==> config.mk <==
export PLATFORM = sky130hd
export DESIGN_NAME = event_reporter
export DESIGN_NICKNAME = d
export VERILOG_FILES = /design/src/buffer_counter.v /design/src/event_reporter.v
export VERILOG_INCLUDE_DIRS = /design/src
export SDC_FILE = /design/constraint.sdc
export NUM_CORES = 1
export LEC_CHECK = 0
export BUFFER_PORTS_ARGS = -buffer_cell sky130_fd_sc_hd__clkbuf_2
export CAP_MARGIN = 15
export CORE_MARGIN = 2
export CORE_UTILIZATION = 52
export DETAILED_ROUTE_END_ITERATION = 16
export HOLD_SLACK_MARGIN = 0.03
export PLACE_DENSITY = 0.77
export SYNTH_ARGS = -nofsm -noshare
export SYNTH_HDL_FRONTEND = slang
export SYNTH_SLANG_ARGS = --single-unit
==> constraint.sdc <==
create_clock -name aclk -period 3.4 [get_ports aclk]
set_input_delay 0.51 -clock aclk [delete_from_list [all_inputs] [get_ports aclk]]
set_output_delay 0.51 -clock aclk [all_outputs]
set_load 0.02 [all_outputs]
==> src/event_reporter_defines.vh <==
// Constants shared by the event queue reporter files.
`ifndef EVENT_REPORTER_DEFINES_VH
`define EVENT_REPORTER_DEFINES_VH

////////////////////////////////////////////////////////////////////////////////
// Register byte offsets.
`define REG_CTRL 8'h00
`define REG_EVT_SIZE 8'h04
`define REG_SUBSCRIBE 8'h08
`define REG_STATE 8'h0c
`define REG_IRQ_STATUS 8'h10
`define REG_IRQ_MASK 8'h14
`define REG_SENSE 8'h18
`define REG_DROP_COUNT 8'h1c

////////////////////////////////////////////////////////////////////////////////
// Control register fields and reset values.
`define CTRL_HOT_PLUG_FEATURE 0
`define CTRL_PROMPT_EN 1
`define CTRL_THROTTLE_EN 2
`define CTRL_RESET 3'h6
`define EVT_SIZE_RESET 16'h0010
`define SUBSCRIBE_RESET 32'h00000000

////////////////////////////////////////////////////////////////////////////////
// Interrupt status bits.
`define IRQ_W 3
`define IRQ_DROPPED 0
`define IRQ_SENT 1
`define IRQ_SHORT 2

////////////////////////////////////////////////////////////////////////////////
// Event record encodings.
`define CODE_NO_EVENT 32'h00000000
`define CODE_TRANSPORT_RESET 32'h00000001
`define ASYNC_NOTICE_CODE 32'h00000002
`define LOST_NOTICES_BIT 31
`define REASON_UNIT_RESET 32'h00000000
`define REASON_UNIT_APPEARED 32'h00000001
`define REASON_UNIT_GONE 32'h00000002
`define KIND_RESET 1'b0
`define KIND_ASYNC 1'b1
`define LEN_SHORT_RECORD 8'h04
`define LEN_FULL_RECORD 8'h10
`define WORDS_SHORT 2'h0
`define WORDS_FULL 2'h3

////////////////////////////////////////////////////////////////////////////////
// Sense data exposed for transport resets.
`define SENSE_ILLEGAL_REQUEST 4'h5
`define SENSE_UNIT_ATTENTION 4'h6
`define ASC_UNIT_GONE 8'h25
`define ASCQ_UNIT_GONE 8'h00
`define ASC_UNIT_RESET 8'h29
`define ASCQ_UNIT_RESET 8'h00
`define ASC_UNIT_APPEARED 8'h3f
`define ASCQ_UNIT_APPEARED 8'h0e

////////////////////////////////////////////////////////////////////////////////
// Bus responses.
`define RESP_OKAY 2'h0
`define RESP_SLVERR 2'h2

`endif
==> src/buffer_counter.v <==
// Up/down counter of posted buffers waiting for use.
module buffer_counter #(
	parameter CNT_W = 6
) (
	input wire aclk,
	input wire aresetn,
	input wire ce,
	input wire up,
	input wire down,
	output reg [CNT_W-1:0] count_ff
);

	wire full;
	wire empty;

	assign full = &count_ff;
	assign empty = ~|count_ff;

	always @(posedge aclk) begin
		if (!aresetn) begin
			count_ff <= {CNT_W{1'b0}};
		end else if (ce) begin
			if (up && !full && !(down && !empty)) begin
				count_ff <= count_ff + {{(CNT_W-1){1'b0}}, 1'b1};
			end else if (down && !empty && !(up && !full)) begin
				count_ff <= count_ff - {{(CNT_W-1){1'b0}}, 1'b1};
			end
		end
	end

endmodule

==> src/event_reporter.v <==
// Event queue reporter: formats logical-unit event records into posted buffers.
// Operation
// - No buffer: discard event, except paced bursts.
// - Bursts over many units may be held back.
// - Bit 31 marks earlier lost events.
// - Short buffer returns at once, no-event code.
// - After drops, new buffer may prompt no-event.
// - Reset record: code 1, lun, reason.
// - Reasons: reset 0, appeared 1, gone 2.
// - Unit 0 gone/appeared may mean target.
// - Hot-plug reasons only with negotiated feature.
// - Each reset reason also exposed as sense.
// - Async record: code 2, subscribed reasons only.
`include "event_reporter_defines.vh"

module event_reporter #(
	parameter ADDR_W = 8,
	parameter CNT_W = 6
) (
	input wire aclk,
	input wire aresetn,
	input wire ce,
	input wire [ADDR_W-1:0] awaddr,
	input wire awvalid,
	output wire awready,
	input wire [31:0] wdata,
	input wire [3:0] wstrb,
	input wire wvalid,
	output wire wready,
	output reg [1:0] bresp,
	output reg bvalid,
	input wire bready,
	input wire [ADDR_W-1:0] araddr,
	input wire arvalid,
	output wire arready,
	output reg [31:0] rdata,
	output reg [1:0] rresp,
	output reg rvalid,
	input wire rready,
	input wire buf_post,
	input wire [15:0] buf_len,
	input wire evt_valid,
	output reg evt_ready,
	input wire evt_kind,
	input wire evt_burst,
	input wire [63:0] evt_lun,
	input wire [31:0] evt_reason,
	output reg rec_valid,
	input wire rec_ready,
	output reg [31:0] rec_data,
	output wire rec_last,
	output reg [7:0] rec_len,
	output reg [3:0] sense_key,
	output reg [7:0] sense_asc,
	output reg [7:0] sense_ascq,
	output wire irq
);

	localparam ST_IDLE = 1'b0;
	localparam ST_SEND = 1'b1;

	reg [2:0] ctrl_ff;
	reg [15:0] evt_size_ff;
	reg [31:0] subscribe_ff;
	reg [`IRQ_W-1:0] irq_stat_ff;
	reg [`IRQ_W-1:0] irq_mask_ff;
	reg [31:0] drop_cnt_ff;
	reg missed_ff;
	reg state_ff;
	reg [1:0] idx_ff;
	reg [1:0] last_idx_ff;
	reg [95:0] shift_ff;
	reg aw_held_ff;
	reg w_held_ff;
	reg [ADDR_W-1:0] awaddr_ff;
	reg [31:0] wdata_ff;
	reg [3:0] wstrb_ff;
	reg buf_post_q1_ff;
	reg buf_post_q2_ff;
	reg [15:0] buf_len_q1_ff;
	reg [15:0] buf_len_q2_ff;

	wire [CNT_W-1:0] good_cnt;
	wire [CNT_W-1:0] short_cnt;
	wire buf_short;
	wire have_buf;
	wire hot_plug_feature;
	wire reason_hot_plug;
	wire [31:0] async_reason;
	wire suppress;
	wire do_write;
	wire rec_done;

	reg take_short;
	reg take_prompt;
	reg take_event;
	reg take_drop;
	reg take_discard;
	reg use_good;
	reg [31:0] nxt_code;
	reg [31:0] nxt_wreg;
	reg [31:0] nxt_rdata;
	reg [1:0] nxt_rresp;

	////////////////////////////////////////////////////////////////////////////
	// Buffer posting arrives from outside and is synchronised first.
	always @(posedge aclk) begin
		if (!aresetn) begin
			buf_post_q1_ff <= 1'b0;
			buf_post_q2_ff <= 1'b0;
			buf_len_q1_ff <= 16'h0000;
			buf_len_q2_ff <= 16'h0000;
		end else if (ce) begin
			buf_post_q1_ff <= buf_post;
			buf_post_q2_ff <= buf_post_q1_ff;
			buf_len_q1_ff <= buf_len;
			buf_len_q2_ff <= buf_len_q1_ff;
		end
	end

	assign buf_short = buf_len_q2_ff < evt_size_ff;

	buffer_counter #(.CNT_W(CNT_W)) good_bufs (
		.aclk(aclk),
		.aresetn(aresetn),
		.ce(ce),
		.up(buf_post_q2_ff && !buf_short),
		.down(use_good),
		.count_ff(good_cnt)
	);

	buffer_counter #(.CNT_W(CNT_W)) short_bufs (
		.aclk(aclk),
		.aresetn(aresetn),
		.ce(ce),
		.up(buf_post_q2_ff && buf_short),
		.down(take_short),
		.count_ff(short_cnt)
	);

	////////////////////////////////////////////////////////////////////////////
	// Event admission and record selection.
	assign have_buf = |good_cnt;
	assign hot_plug_feature = ctrl_ff[`CTRL_HOT_PLUG_FEATURE];
	assign reason_hot_plug = (evt_reason == `REASON_UNIT_APPEARED) ||
		(evt_reason == `REASON_UNIT_GONE);
	assign async_reason = evt_reason & subscribe_ff;
	assign suppress = (evt_kind == `KIND_RESET) ? (reason_hot_plug && !hot_plug_feature)
		: ~|async_reason;

	always @* begin
		take_short = 1'b0;
		take_prompt = 1'b0;
		take_event = 1'b0;
		take_drop = 1'b0;
		take_discard = 1'b0;
		evt_ready = 1'b0;
		// A frozen block takes no event, so nothing is lost while the clock enable is low.
		if (ce && state_ff == ST_IDLE) begin
			if (|short_cnt) begin
				take_short = 1'b1;
			end else if (evt_valid) begin
				if (suppress) begin
					evt_ready = 1'b1;
					take_discard = 1'b1;
				end else if (have_buf) begin
					evt_ready = 1'b1;
					take_event = 1'b1;
				end else if (!(evt_burst && ctrl_ff[`CTRL_THROTTLE_EN])) begin
					evt_ready = 1'b1;
					take_drop = 1'b1;
				end
			end else if (missed_ff && have_buf && ctrl_ff[`CTRL_PROMPT_EN]) begin
				take_prompt = 1'b1;
			end
		end
		use_good = take_event || take_prompt;
		nxt_code = (evt_kind == `KIND_RESET) ? `CODE_TRANSPORT_RESET
			: `ASYNC_NOTICE_CODE;
		if (take_short || take_prompt) begin
			nxt_code = `CODE_NO_EVENT;
		end
		nxt_code[`LOST_NOTICES_BIT] = missed_ff;
	end

	////////////////////////////////////////////////////////////////////////////
	// Record output stream.
	assign rec_done = rec_valid && rec_ready && rec_last;
	assign rec_last = idx_ff == last_idx_ff;

	always @(posedge aclk) begin
		if (!aresetn) begin
			state_ff <= ST_IDLE;
			idx_ff <= 2'h0;
			last_idx_ff <= `WORDS_SHORT;
			shift_ff <= 96'h0;
			rec_valid <= 1'b0;
			rec_data <= 32'h00000000;
			rec_len <= 8'h00;
			missed_ff <= 1'b0;
			drop_cnt_ff <= 32'h00000000;
		end else if (ce) begin
			case (state_ff)
				ST_IDLE: begin
					if (take_short || take_prompt || take_event) begin
						state_ff <= ST_SEND;
						rec_valid <= 1'b1;
						rec_data <= nxt_code;
						idx_ff <= 2'h0;
						missed_ff <= 1'b0;
						// Unit 0 is passed unchanged so it can name a whole target.
						shift_ff <= {async_reason | (evt_kind == `KIND_RESET ? evt_reason : 32'h0),
							evt_lun};
						if (take_event) begin
							last_idx_ff <= `WORDS_FULL;
							rec_len <= `LEN_FULL_RECORD;
						end else begin
							last_idx_ff <= `WORDS_SHORT;
							rec_len <= `LEN_SHORT_RECORD;
						end
					end
					if (take_drop) begin
						missed_ff <= 1'b1;
						drop_cnt_ff <= drop_cnt_ff + 32'h00000001;
					end
				end
				ST_SEND: begin
					if (rec_valid && rec_ready) begin
						if (rec_last) begin
							rec_valid <= 1'b0;
							state_ff <= ST_IDLE;
						end else begin
							rec_data <= shift_ff[31:0];
							shift_ff <= {32'h0, shift_ff[95:32]};
							idx_ff <= idx_ff + 2'h1;
						end
					end
				end
				default: begin
					state_ff <= ST_IDLE;
					rec_valid <= 1'b0;
				end
			endcase
		end
	end

	////////////////////////////////////////////////////////////////////////////
	// Sense data for the last reported transport reset.
	always @(posedge aclk) begin
		if (!aresetn) begin
			sense_key <= 4'h0;
			sense_asc <= 8'h00;
			sense_ascq <= 8'h00;
		end else if (ce && take_event && evt_kind == `KIND_RESET) begin
			if (evt_reason == `REASON_UNIT_GONE) begin
				sense_key <= `SENSE_ILLEGAL_REQUEST;
				sense_asc <= `ASC_UNIT_GONE;
				sense_ascq <= `ASCQ_UNIT_GONE;
			end else if (evt_reason == `REASON_UNIT_APPEARED) begin
				sense_key <= `SENSE_UNIT_ATTENTION;
				sense_asc <= `ASC_UNIT_APPEARED;
				sense_ascq <= `ASCQ_UNIT_APPEARED;
			end else if (evt_reason == `REASON_UNIT_RESET) begin
				sense_key <= `SENSE_UNIT_ATTENTION;
				sense_asc <= `ASC_UNIT_RESET;
				sense_ascq <= `ASCQ_UNIT_RESET;
			end
		end
	end

	////////////////////////////////////////////////////////////////////////////
	// Bus write channel: address and data are taken in either order.
	assign awready = ce && !aw_held_ff && !bvalid;
	assign wready = ce && !w_held_ff && !bvalid;
	assign do_write = aw_held_ff && w_held_ff && !bvalid;

	always @(posedge aclk) begin
		if (!aresetn) begin
			aw_held_ff <= 1'b0;
			w_held_ff <= 1'b0;
			awaddr_ff <= {ADDR_W{1'b0}};
			wdata_ff <= 32'h00000000;
			wstrb_ff <= 4'h0;
			bvalid <= 1'b0;
			bresp <= `RESP_OKAY;
		end else if (ce) begin
			if (awvalid && awready) begin
				aw_held_ff <= 1'b1;
				awaddr_ff <= awaddr;
			end
			if (wvalid && wready) begin
				w_held_ff <= 1'b1;
				wdata_ff <= wdata;
				wstrb_ff <= wstrb;
			end
			if (do_write) begin
				aw_held_ff <= 1'b0;
				w_held_ff <= 1'b0;
				bvalid <= 1'b1;
				case (awaddr_ff)
					`REG_CTRL, `REG_EVT_SIZE, `REG_SUBSCRIBE, `REG_IRQ_STATUS,
					`REG_IRQ_MASK: bresp <= `RESP_OKAY;
					default: bresp <= `RESP_SLVERR;
				endcase
			end else if (bvalid && bready) begin
				bvalid <= 1'b0;
			end
		end
	end

	always @* begin
		nxt_wreg = 32'h00000000;
		case (awaddr_ff)
			`REG_CTRL: nxt_wreg = {29'h0, ctrl_ff};
			`REG_EVT_SIZE: nxt_wreg = {16'h0, evt_size_ff};
			`REG_SUBSCRIBE: nxt_wreg = subscribe_ff;
			`REG_IRQ_MASK: nxt_wreg = {29'h0, irq_mask_ff};
			default: nxt_wreg = 32'h00000000;
		endcase
		if (wstrb_ff[0]) nxt_wreg[7:0] = wdata_ff[7:0];
		if (wstrb_ff[1]) nxt_wreg[15:8] = wdata_ff[15:8];
		if (wstrb_ff[2]) nxt_wreg[23:16] = wdata_ff[23:16];
		if (wstrb_ff[3]) nxt_wreg[31:24] = wdata_ff[31:24];
	end

	always @(posedge aclk) begin
		if (!aresetn) begin
			ctrl_ff <= `CTRL_RESET;
			evt_size_ff <= `EVT_SIZE_RESET;
			subscribe_ff <= `SUBSCRIBE_RESET;
			irq_mask_ff <= {`IRQ_W{1'b0}};
		end else if (ce && do_write) begin
			case (awaddr_ff)
				`REG_CTRL: ctrl_ff <= nxt_wreg[2:0];
				`REG_EVT_SIZE: evt_size_ff <= nxt_wreg[15:0];
				`REG_SUBSCRIBE: subscribe_ff <= nxt_wreg;
				`REG_IRQ_MASK: irq_mask_ff <= nxt_wreg[`IRQ_W-1:0];
				default: ctrl_ff <= ctrl_ff;
			endcase
		end
	end

	////////////////////////////////////////////////////////////////////////////
	// Interrupt status: set wins over a write-one clear.
	always @(posedge aclk) begin
		if (!aresetn) begin
			irq_stat_ff <= {`IRQ_W{1'b0}};
		end else if (ce) begin
			irq_stat_ff <= (irq_stat_ff & ~((do_write && awaddr_ff == `REG_IRQ_STATUS && wstrb_ff[0])
				? wdata_ff[`IRQ_W-1:0] : {`IRQ_W{1'b0}}))
				| {take_short, rec_done, take_drop};
		end
	end

	assign irq = |(irq_stat_ff & irq_mask_ff);

	////////////////////////////////////////////////////////////////////////////
	// Bus read channel.
	assign arready = ce && !rvalid;

	always @* begin
		nxt_rresp = `RESP_OKAY;
		case (araddr)
			`REG_CTRL: nxt_rdata = {29'h0, ctrl_ff};
			`REG_EVT_SIZE: nxt_rdata = {16'h0, evt_size_ff};
			`REG_SUBSCRIBE: nxt_rdata = subscribe_ff;
			`REG_STATE: nxt_rdata = {8'h0, {(8-CNT_W){1'b0}}, short_cnt,
				{(8-CNT_W){1'b0}}, good_cnt, 6'h0, state_ff, missed_ff};
			`REG_IRQ_STATUS: nxt_rdata = {29'h0, irq_stat_ff};
			`REG_IRQ_MASK: nxt_rdata = {29'h0, irq_mask_ff};
			`REG_SENSE: nxt_rdata = {12'h0, sense_key, sense_asc, sense_ascq};
			`REG_DROP_COUNT: nxt_rdata = drop_cnt_ff;
			default: begin
				nxt_rdata = 32'h00000000;
				nxt_rresp = `RESP_SLVERR;
			end
		endcase
	end

	always @(posedge aclk) begin
		if (!aresetn) begin
			rvalid <= 1'b0;
			rdata <= 32'h00000000;
			rresp <= `RESP_OKAY;
		end else if (ce) begin
			if (arvalid && arready) begin
				rvalid <= 1'b1;
				rdata <= nxt_rdata;
				rresp <= nxt_rresp;
			end else if (rvalid && rready) begin
				rvalid <= 1'b0;
			end
		end
	end

endmodule

==> summary.txt, run 1 <==
final wirelength: 56100 µm
DIE HEIGHT: 186 µm
Worst R2R Path Depth: 15
CTS Sinks: 357
Fmax achieved: 309 MHz
TritonCTS clock tree: built
later-pin clock latency in the skew report: 530 ps
DR pass1 iterations: 9
Synth cell types: 81
layout cells sized above 1: 22.6%
Total GRT Usage: 31.1%
Crit. End Element: register
Slew Viols, Final: 0
total negative slack: 0 ps
Pwr per Cell Area: 626 nW/µm²
Final period util: 95.3%
global-route wire length before repair: 86700 µm
CP Launch Point: evt_size_ff[6]$_SDFFE_PN0P_
global placement routability congestion: 0.996
crit path cell chain: inv_1 > ha_1 > or3_1 > a31oi_1 > a31oi_2 > nor3_2 > ha_1 > inv_2 > ha_1 > a21o_1 > a21o_1 > a211o_1 > o211ai_1 > xnor2_1 > nor2_1
VDD IR-drop max: 0.674 mV
drt initial violations: 1559
top layer reached by signal wires: met4
Static Leak: 8.28 nW
post-synthesis cell type with the largest combined area: dfxtp_1
placed instance area: 19200 µm²
num rows: 66
Synth Instances: 2039
CORE AREA: 32700 µm²
min Tclk post-route: 3240 ps
number of flops mapped to enable cells by yosys: 0
Synth top area share: 41.3%
Sw Ratio: 31.7%
H-tree levels: 2
Syn Area/Cell: 8.49 µm²
chip width: 186 µm
Design Area, Final: 20400 µm²
combinational power share: 27.8%
worst rel slew slack: 26.1%
Final setup viols: 0
PortBufs: 265
clock transition at the registers of the reported paths: 60 ps
wl on met1: 23100 µm
CP required: 3800 ps
fin util: 62.5%
ys flop type: dfxtp_1
crit path DAT: 3640 ps
drt wl/cell: 20.5 µm
startpoint of the worst-slack reg-to-reg timing path: evt_size_ff[6]$_SDFFE_PN0P_
Worst setup endpoint: short_bufs.count_ff[5]$_SDFFE_PN0P_
HP Class: in2reg
crit start category: register
cell with the most instances after synthesis: nand2_1
Clock Path Buffers: 3
initial antenna violation count: 3
post-DP HPWL: 41600 µm
number of routed nets with antenna violations: 0
Via density: 5.96
min-delay src: wstrb[0]
largest cells by area after synthesis: dfxtp_1 41%, nand2_1 9.2%, mux2i_1 8.3%
sequential share of the synthesized area: 41.3%
met3 WL: 5170 µm
internal power: 0.00875 W
fin nets: 2479
slowest stage delay, CP: 340 ps
full die area: 34800 µm²
CTS root buffer: clkbuf_16
drt drc: 0
yosys warns: 0
Cell Area, Synth: 17300 µm²
initial core utilization: 53.0%
Num CTS Buffers: 39
Worst path slowest cell: dfxtp_1
Clock power frac: 32.5%
NetSw: 0.00405 W
RSZ-0062 raised after global routing: false
capturing point of the worst reg2reg path: short_bufs.count_ff[5]$_SDFFE_PN0P_
Synth async-reset ratio: 0%
Commonest cells post-synth: 425 x nand2_1, 357 x dfxtp_1, 144 x a21oi_1
vias in the first global route: 15300
r2r setup slk: 160 ps
final setup skew: 26.1 ps
final hold violation count: 0
IO Count: 282
Crit Path Max Fanout: 4
status: completed
Area growth syn-to-layout: 18.0%
part of the power in registers: 39.7%
via count: 16400
CP most frequent cell: ha_1
met2 wire len: 25400 µm
GRT Residual Overflow: 0
Worst Max-Slew Pin Slew: 1100 ps
largest net degree at the start of global routing: 232
worst hold slack: 194 ps
max-cap violations: 0
critical path type: reg2reg
Yosys reg bits: 357
registers in the layout (all words and copies together) (netlist names), 32 cells and up:
register / cells
drop_cnt_ff: 32
rdata: 32
rec_data: 32
shift_ff: 96
subscribe_ff: 32
wdata_ff: 32
worst min-delay path by stage:
stage / end / slack [ps] / cells past startpoint
CTS: wdata_ff[0]$_SDFFE_PN0P_ / 190 / 3
detailed placement: wdata_ff[21]$_SDFFE_PN0P_ / 450 / 2
global route: wdata_ff[29]$_SDFFE_PN0P_ / 210 / 3
global placement: rec_data[18]$_SDFFE_PN0P_ / 440 / 2
floorplan: shift_ff[31]$_SDFFE_PN0P_ / 430 / 2
finish: wstrb_ff[0]$_SDFFE_PN0P_ / 190 / 3
per-stage QoR:
step / cells / setup slack, ps / power (W)
finish: 2743 / 161 / 0.0128
floorplan: 2054 / 13.2 / 0.00782
CTS: 2740 / 93.2 / 0.0128
global route: 2743 / 1.75 / 0.0134
global placement: 2675 / -5.61 / 0.00858
detailed placement: 2675 / -11.6 / 0.00868
placed cells by master, fill, tap and decap left out, types with 7 or more instances in the layout:
master and instances:
or3_1 23, nand4_1 27, nor2b_1 9, mux2_2 67, a211oi_1 26, a22o_1 14, ha_1 25, nor4_1 14
dfxtp_1 353, clkbuf_16 40, o31ai_1 17, clkbuf_8 9, buf_4 71, o22ai_1 36, conb_1 16, clkinv_2 7
mux2i_1 143, nor3_1 21, or4_1 13, a21oi_1 143, nand3_1 68, nand2_1 425, inv_1 34, a22oi_1 35
o21ai_0 70, o21ai_1 8, and2_1 8, nor2_1 123, and3_1 14, a31oi_1 9, and4_1 11, a222oi_1 8
xnor2_1 7, a21o_1 13, a211oi_2 8, nand2b_1 9, clkbuf_2 264
routing by layer:
metal | GRT usage (%) | vias up
li1 | - | 7691
met1 | 41.5 | 7663
met2 | 50.6 | 845
met3 | 5.12 | 157
met4 | 12.1 | 0
met5 | 0 | -
timing repair:
| action | in CTS | in global routing |
|---|---|---|
| endpoints found under the setup margin | 0 | 1 |
| setup buffers | 0 | 0 |
| gates resized for setup | 0 | 8 |
| hold buffers | 0 | 0 |
layout make-up:
type,instances,area (µm²)
diodes,3,7.51
clock buffers,54,1130
clock inverters,11,111
fillers,2853,12300
inverters,37,144
multi-input cells,1497,9340
flip-flops and latches,357,7150
well taps,442,553
repair buffers,342,1990
power groups by stage:
stage | registers (W) | clock network (W) | logic (W)
finish | 0.00508 | 0.00416 | 0.00356
floorplan | 0.00506 | 0 | 0.00276
global placement | 0.00512 | 0 | 0.00345
global route | 0.00514 | 0.00436 | 0.00387
CTS | 0.00507 | 0.00421 | 0.00356
detailed placement | 0.00515 | 0 | 0.00353
worst max-delay path, delay by kind of cell (launching register included):
kind / cells / cell delay, ps
DFF: 1 / 340
adders and majority gates: 3 / 700
xor gates and xnor gates: 1 / 140
AOI/OAI and AO/OA: 6 / 1160
and+or+nand+nor: 3 / 590
buffers and inverters: 2 / 170
cell families (layout without fill, tap and decap cells):
family / after synthesis / after routing / synth area share [%]
and+or+nand+nor: 789 / 789 / 21.0
AOI/OAI and AO/OA: 439 / 439 / 16.4
DFF: 357 / 357 / 41.3
muxes: 215 / 215 / 13.3
buffers and inverters: 200 / 444 / 5.45
adders and majority gates: 28 / 28 / 2.11
xor gates and xnor gates: 10 / 10 / 0.506
other: 1 / 19 / 0.0217
No activity file was read; power rests on OpenSTA's default activity.
==> run 2: changes to the inputs <==
==> constraint.sdc (replaced) <==
create_clock -name aclk -period 2.7 [get_ports aclk]
set_input_delay 0.405 -clock aclk [delete_from_list [all_inputs] [get_ports aclk]]
set_output_delay 0.405 -clock aclk [all_outputs]
set_load 0.02 [all_outputs]
==> summary.txt, run 2 (synthesis results as in run 1) <==
commonest non-fill, non-tap cell in the layout: nand2_1
CTS Sinks: 357 (unchanged)
CORE AREA: 32700 µm² (unchanged)
vias in the first global route: 16400 (+7.2%)
worst rel slew slack: 35.3% (+9.2 points)
status: finished, violations left
layout cells sized above 1: 29.2% (+6.6 points)
Worst R2R Path Depth: 15 (unchanged)
Worst path slowest cell: or3_4
TritonCTS clock tree: built
crit start category: register
via count: 16900 (+3.2%)
crit path cell chain: inv_1 > ha_2 > or3_4 > a31oi_4 > a31oi_4 > nor3_4 > ha_4 > inv_6 > buf_4 > ha_4 > a21o_1 > a211o_1 > o211ai_1 > xnor2_1 > nor2_1
final hold violation count: 0 (unchanged)
r2r setup slk: -300 ps (-460 ps)
Clock Path Buffers: 3 (unchanged)
HP Class: in2reg
VDD IR-drop max: 0.682 mV (+1.2%)
post-DP HPWL: 44100 µm (+6.0%)
Slew Viols, Final: 0 (unchanged)
Final setup viols: 8 (+8)
Design Area, Final: 21900 µm² (+7.1%)
placed instance area: 20200 µm² (+5.5%)
Crit path depth: 15 (unchanged)
post-route insts no fill: 2876 (+4.8%)
max-cap violations: 0 (unchanged)
global placement routability congestion: 0.975 (-2.1%)
max reg flops: 96 (unchanged)
drt initial violations: 1614 (+3.5%)
slowest stage delay, CP: 390 ps (+50 ps)
chip width: 186 µm (unchanged)
Area growth syn-to-layout: 26.4%
Crit. End Element: register
Crit Path Max Fanout: 4 (unchanged)
min Tclk post-route: 3000 ps (-238 ps)
CP Launch Point: evt_size_ff[5]$_SDFFE_PN0P_
Total GRT Usage: 32.2% (+1.1 points)
drt wl/cell: 20.3 µm (-0.55%)
most frequent cells in the layout: 424 x nand2_1, 340 x dfxtp_1, 264 x clkbuf_2
initial core utilization: 53.0% (unchanged)
startpoint of the worst-slack reg-to-reg timing path: evt_size_ff[5]$_SDFFE_PN0P_
Num CTS Buffers: 40 (+2.6%)
Worst setup endpoint: short_bufs.count_ff[5]$_SDFFE_PN0P_
fin nets: 2611 (+5.3%)
Worst Max-Slew Pin Slew: 971 ps (-134 ps)
DR pass1 iterations: 8 (-1)
Pwr per Cell Area: 781 nW/µm² (+25%)
full die area: 34800 µm² (unchanged)
Buffers & Inverters on Critical Path: 3 (+1)
IO Count: 282 (unchanged)
DIE HEIGHT: 186 µm (unchanged)
capturing point of the worst reg2reg path: short_bufs.count_ff[5]$_SDFFE_PN0P_
global-route wire length before repair: 89300 µm (+3.0%)
Placed Instances: 2799 (+4.6%)
cts hold-fix bufs: 0 (unchanged)
crit path DAT: 3390 ps (-250 ps)
initial antenna violation count: 2 (-1)
PortBufs: 265 (unchanged)
Via density: 5.87 (-1.6%)
number of routed nets with antenna violations: 0 (unchanged)
Final WS setup: -301 ps (-462 ps)
final wirelength: 58500 µm (+4.3%)
largest net degree at the start of global routing: 101 (-56%)
num rows: 66 (unchanged)
RSZ-0062 raised after global routing: true
CP required: 3090 ps (-710 ps)
Biggest register: shift_ff
CTS root buffer: clkbuf_16
Multi-input gate area: 9660 µm² (+3.4%)
later-pin clock latency in the skew report: 530 ps (about the same)
drt drc: 0 (unchanged)
Worst path top cell family by delay: compound AO/OA/AOI/OAI gates
GRT Residual Overflow: 0 (unchanged)
critical path type: reg2reg
worst hold slack: 95.9 ps (-98.5 ps)
fillers: 2689 (-5.7%)
FF/Latch Area: 7170 µm² (+0.23%)
H-tree levels: 2 (unchanged)
final setup skew: 15.2 ps (-10.9 ps)
violated checks: negative setup slack
Final period util: 111% (+16 points)
Fmax achieved: 333 MHz (+7.9%)
dpl ws: -557 ps (-546 ps)
total negative slack: -1660 ps (-1660 ps)
clock transition at the registers of the reported paths: 60 ps (about the same)
Static Leak: 9.04 nW (+9.1%)
run 2: cell types whose count changed in the layout (fill, tap and decap cells not counted), moves of 4 or more:
cell     delta
ha_2        +4
a21oi_1     -5
buf_12      +5
ha_1       -17
inv_1       -5
buf_6       +5
a21oi_2     +4
dfxtp_1    -13
ha_4       +13
dfxtp_2    +13
buf_4     +122
run 2: through the flow:
stage                     total power, W  util (%)
after floorplan                  0.00986         -
after global placement            0.0114      61.8
after detailed placement          0.0116      61.8
after CTS                         0.0170      66.2
after global routing              0.0178      66.9
final                             0.0171      66.9
run 2: report_power, final:
group          total [W]  internal, W  switching (W)
sequential       0.00635      0.00594       0.000405
combinational    0.00539      0.00259        0.00280
clock            0.00536      0.00322        0.00214
total             0.0171       0.0118        0.00535
run 2: timing repair:
action | CTS | global route
setup buffers | 2 | 6
setup endpoints to repair | 11 | 11
gates resized for setup | 22 | 47
pin swaps | 13 | 32
run 2: area by class of cell:
type / instances / area share (%)
Inverter: 37 / 0.703
Antenna cell: 1 / 0.0114
Timing Repair Buffer: 473 / 13.9
Sequential cell: 357 / 32.8
Clock inverter: 11 / 0.543
Clock buffer: 58 / 5.39
Multi-Input combinational cell: 1497 / 44.1
Tap cell: 442 / 2.53
run 2: tightest hold or removal path: cells and delay by family:
kind                   cells  cell delay (ps)
AOI/OAI and AO/OA          1               50
buffers and inverters      1               80
and+or+nand+nor            1               40
run 2: how the worst min path moves through the flow:
stage	startpoint	end	slack (ps)	cells past startpoint
after floorplan	shift_ff[31]$_SDFFE_PN0P_	shift_ff[31]$_SDFFE_PN0P_	430	2
after global placement	rec_data[23]$_SDFFE_PN0P_	rec_data[23]$_SDFFE_PN0P_	440	2
after detailed placement	rec_data[25]$_SDFFE_PN0P_	rec_data[25]$_SDFFE_PN0P_	450	2
after CTS	wdata[3]	wdata_ff[3]$_SDFFE_PN0P_	90	3
after global routing	wdata[7]	wdata_ff[7]$_SDFFE_PN0P_	100	3
final	wdata[3]	wdata_ff[3]$_SDFFE_PN0P_	100	3
run 2: routing by layer:
metal	global-route usage, %	vias to the layer above	share of wire, %
li1	-	7954	-
met1	40.7	7953	40
met2	51.4	784	45
met3	5.70	185	7.8
met4	19.9	0	6.7
met5	0	-	0
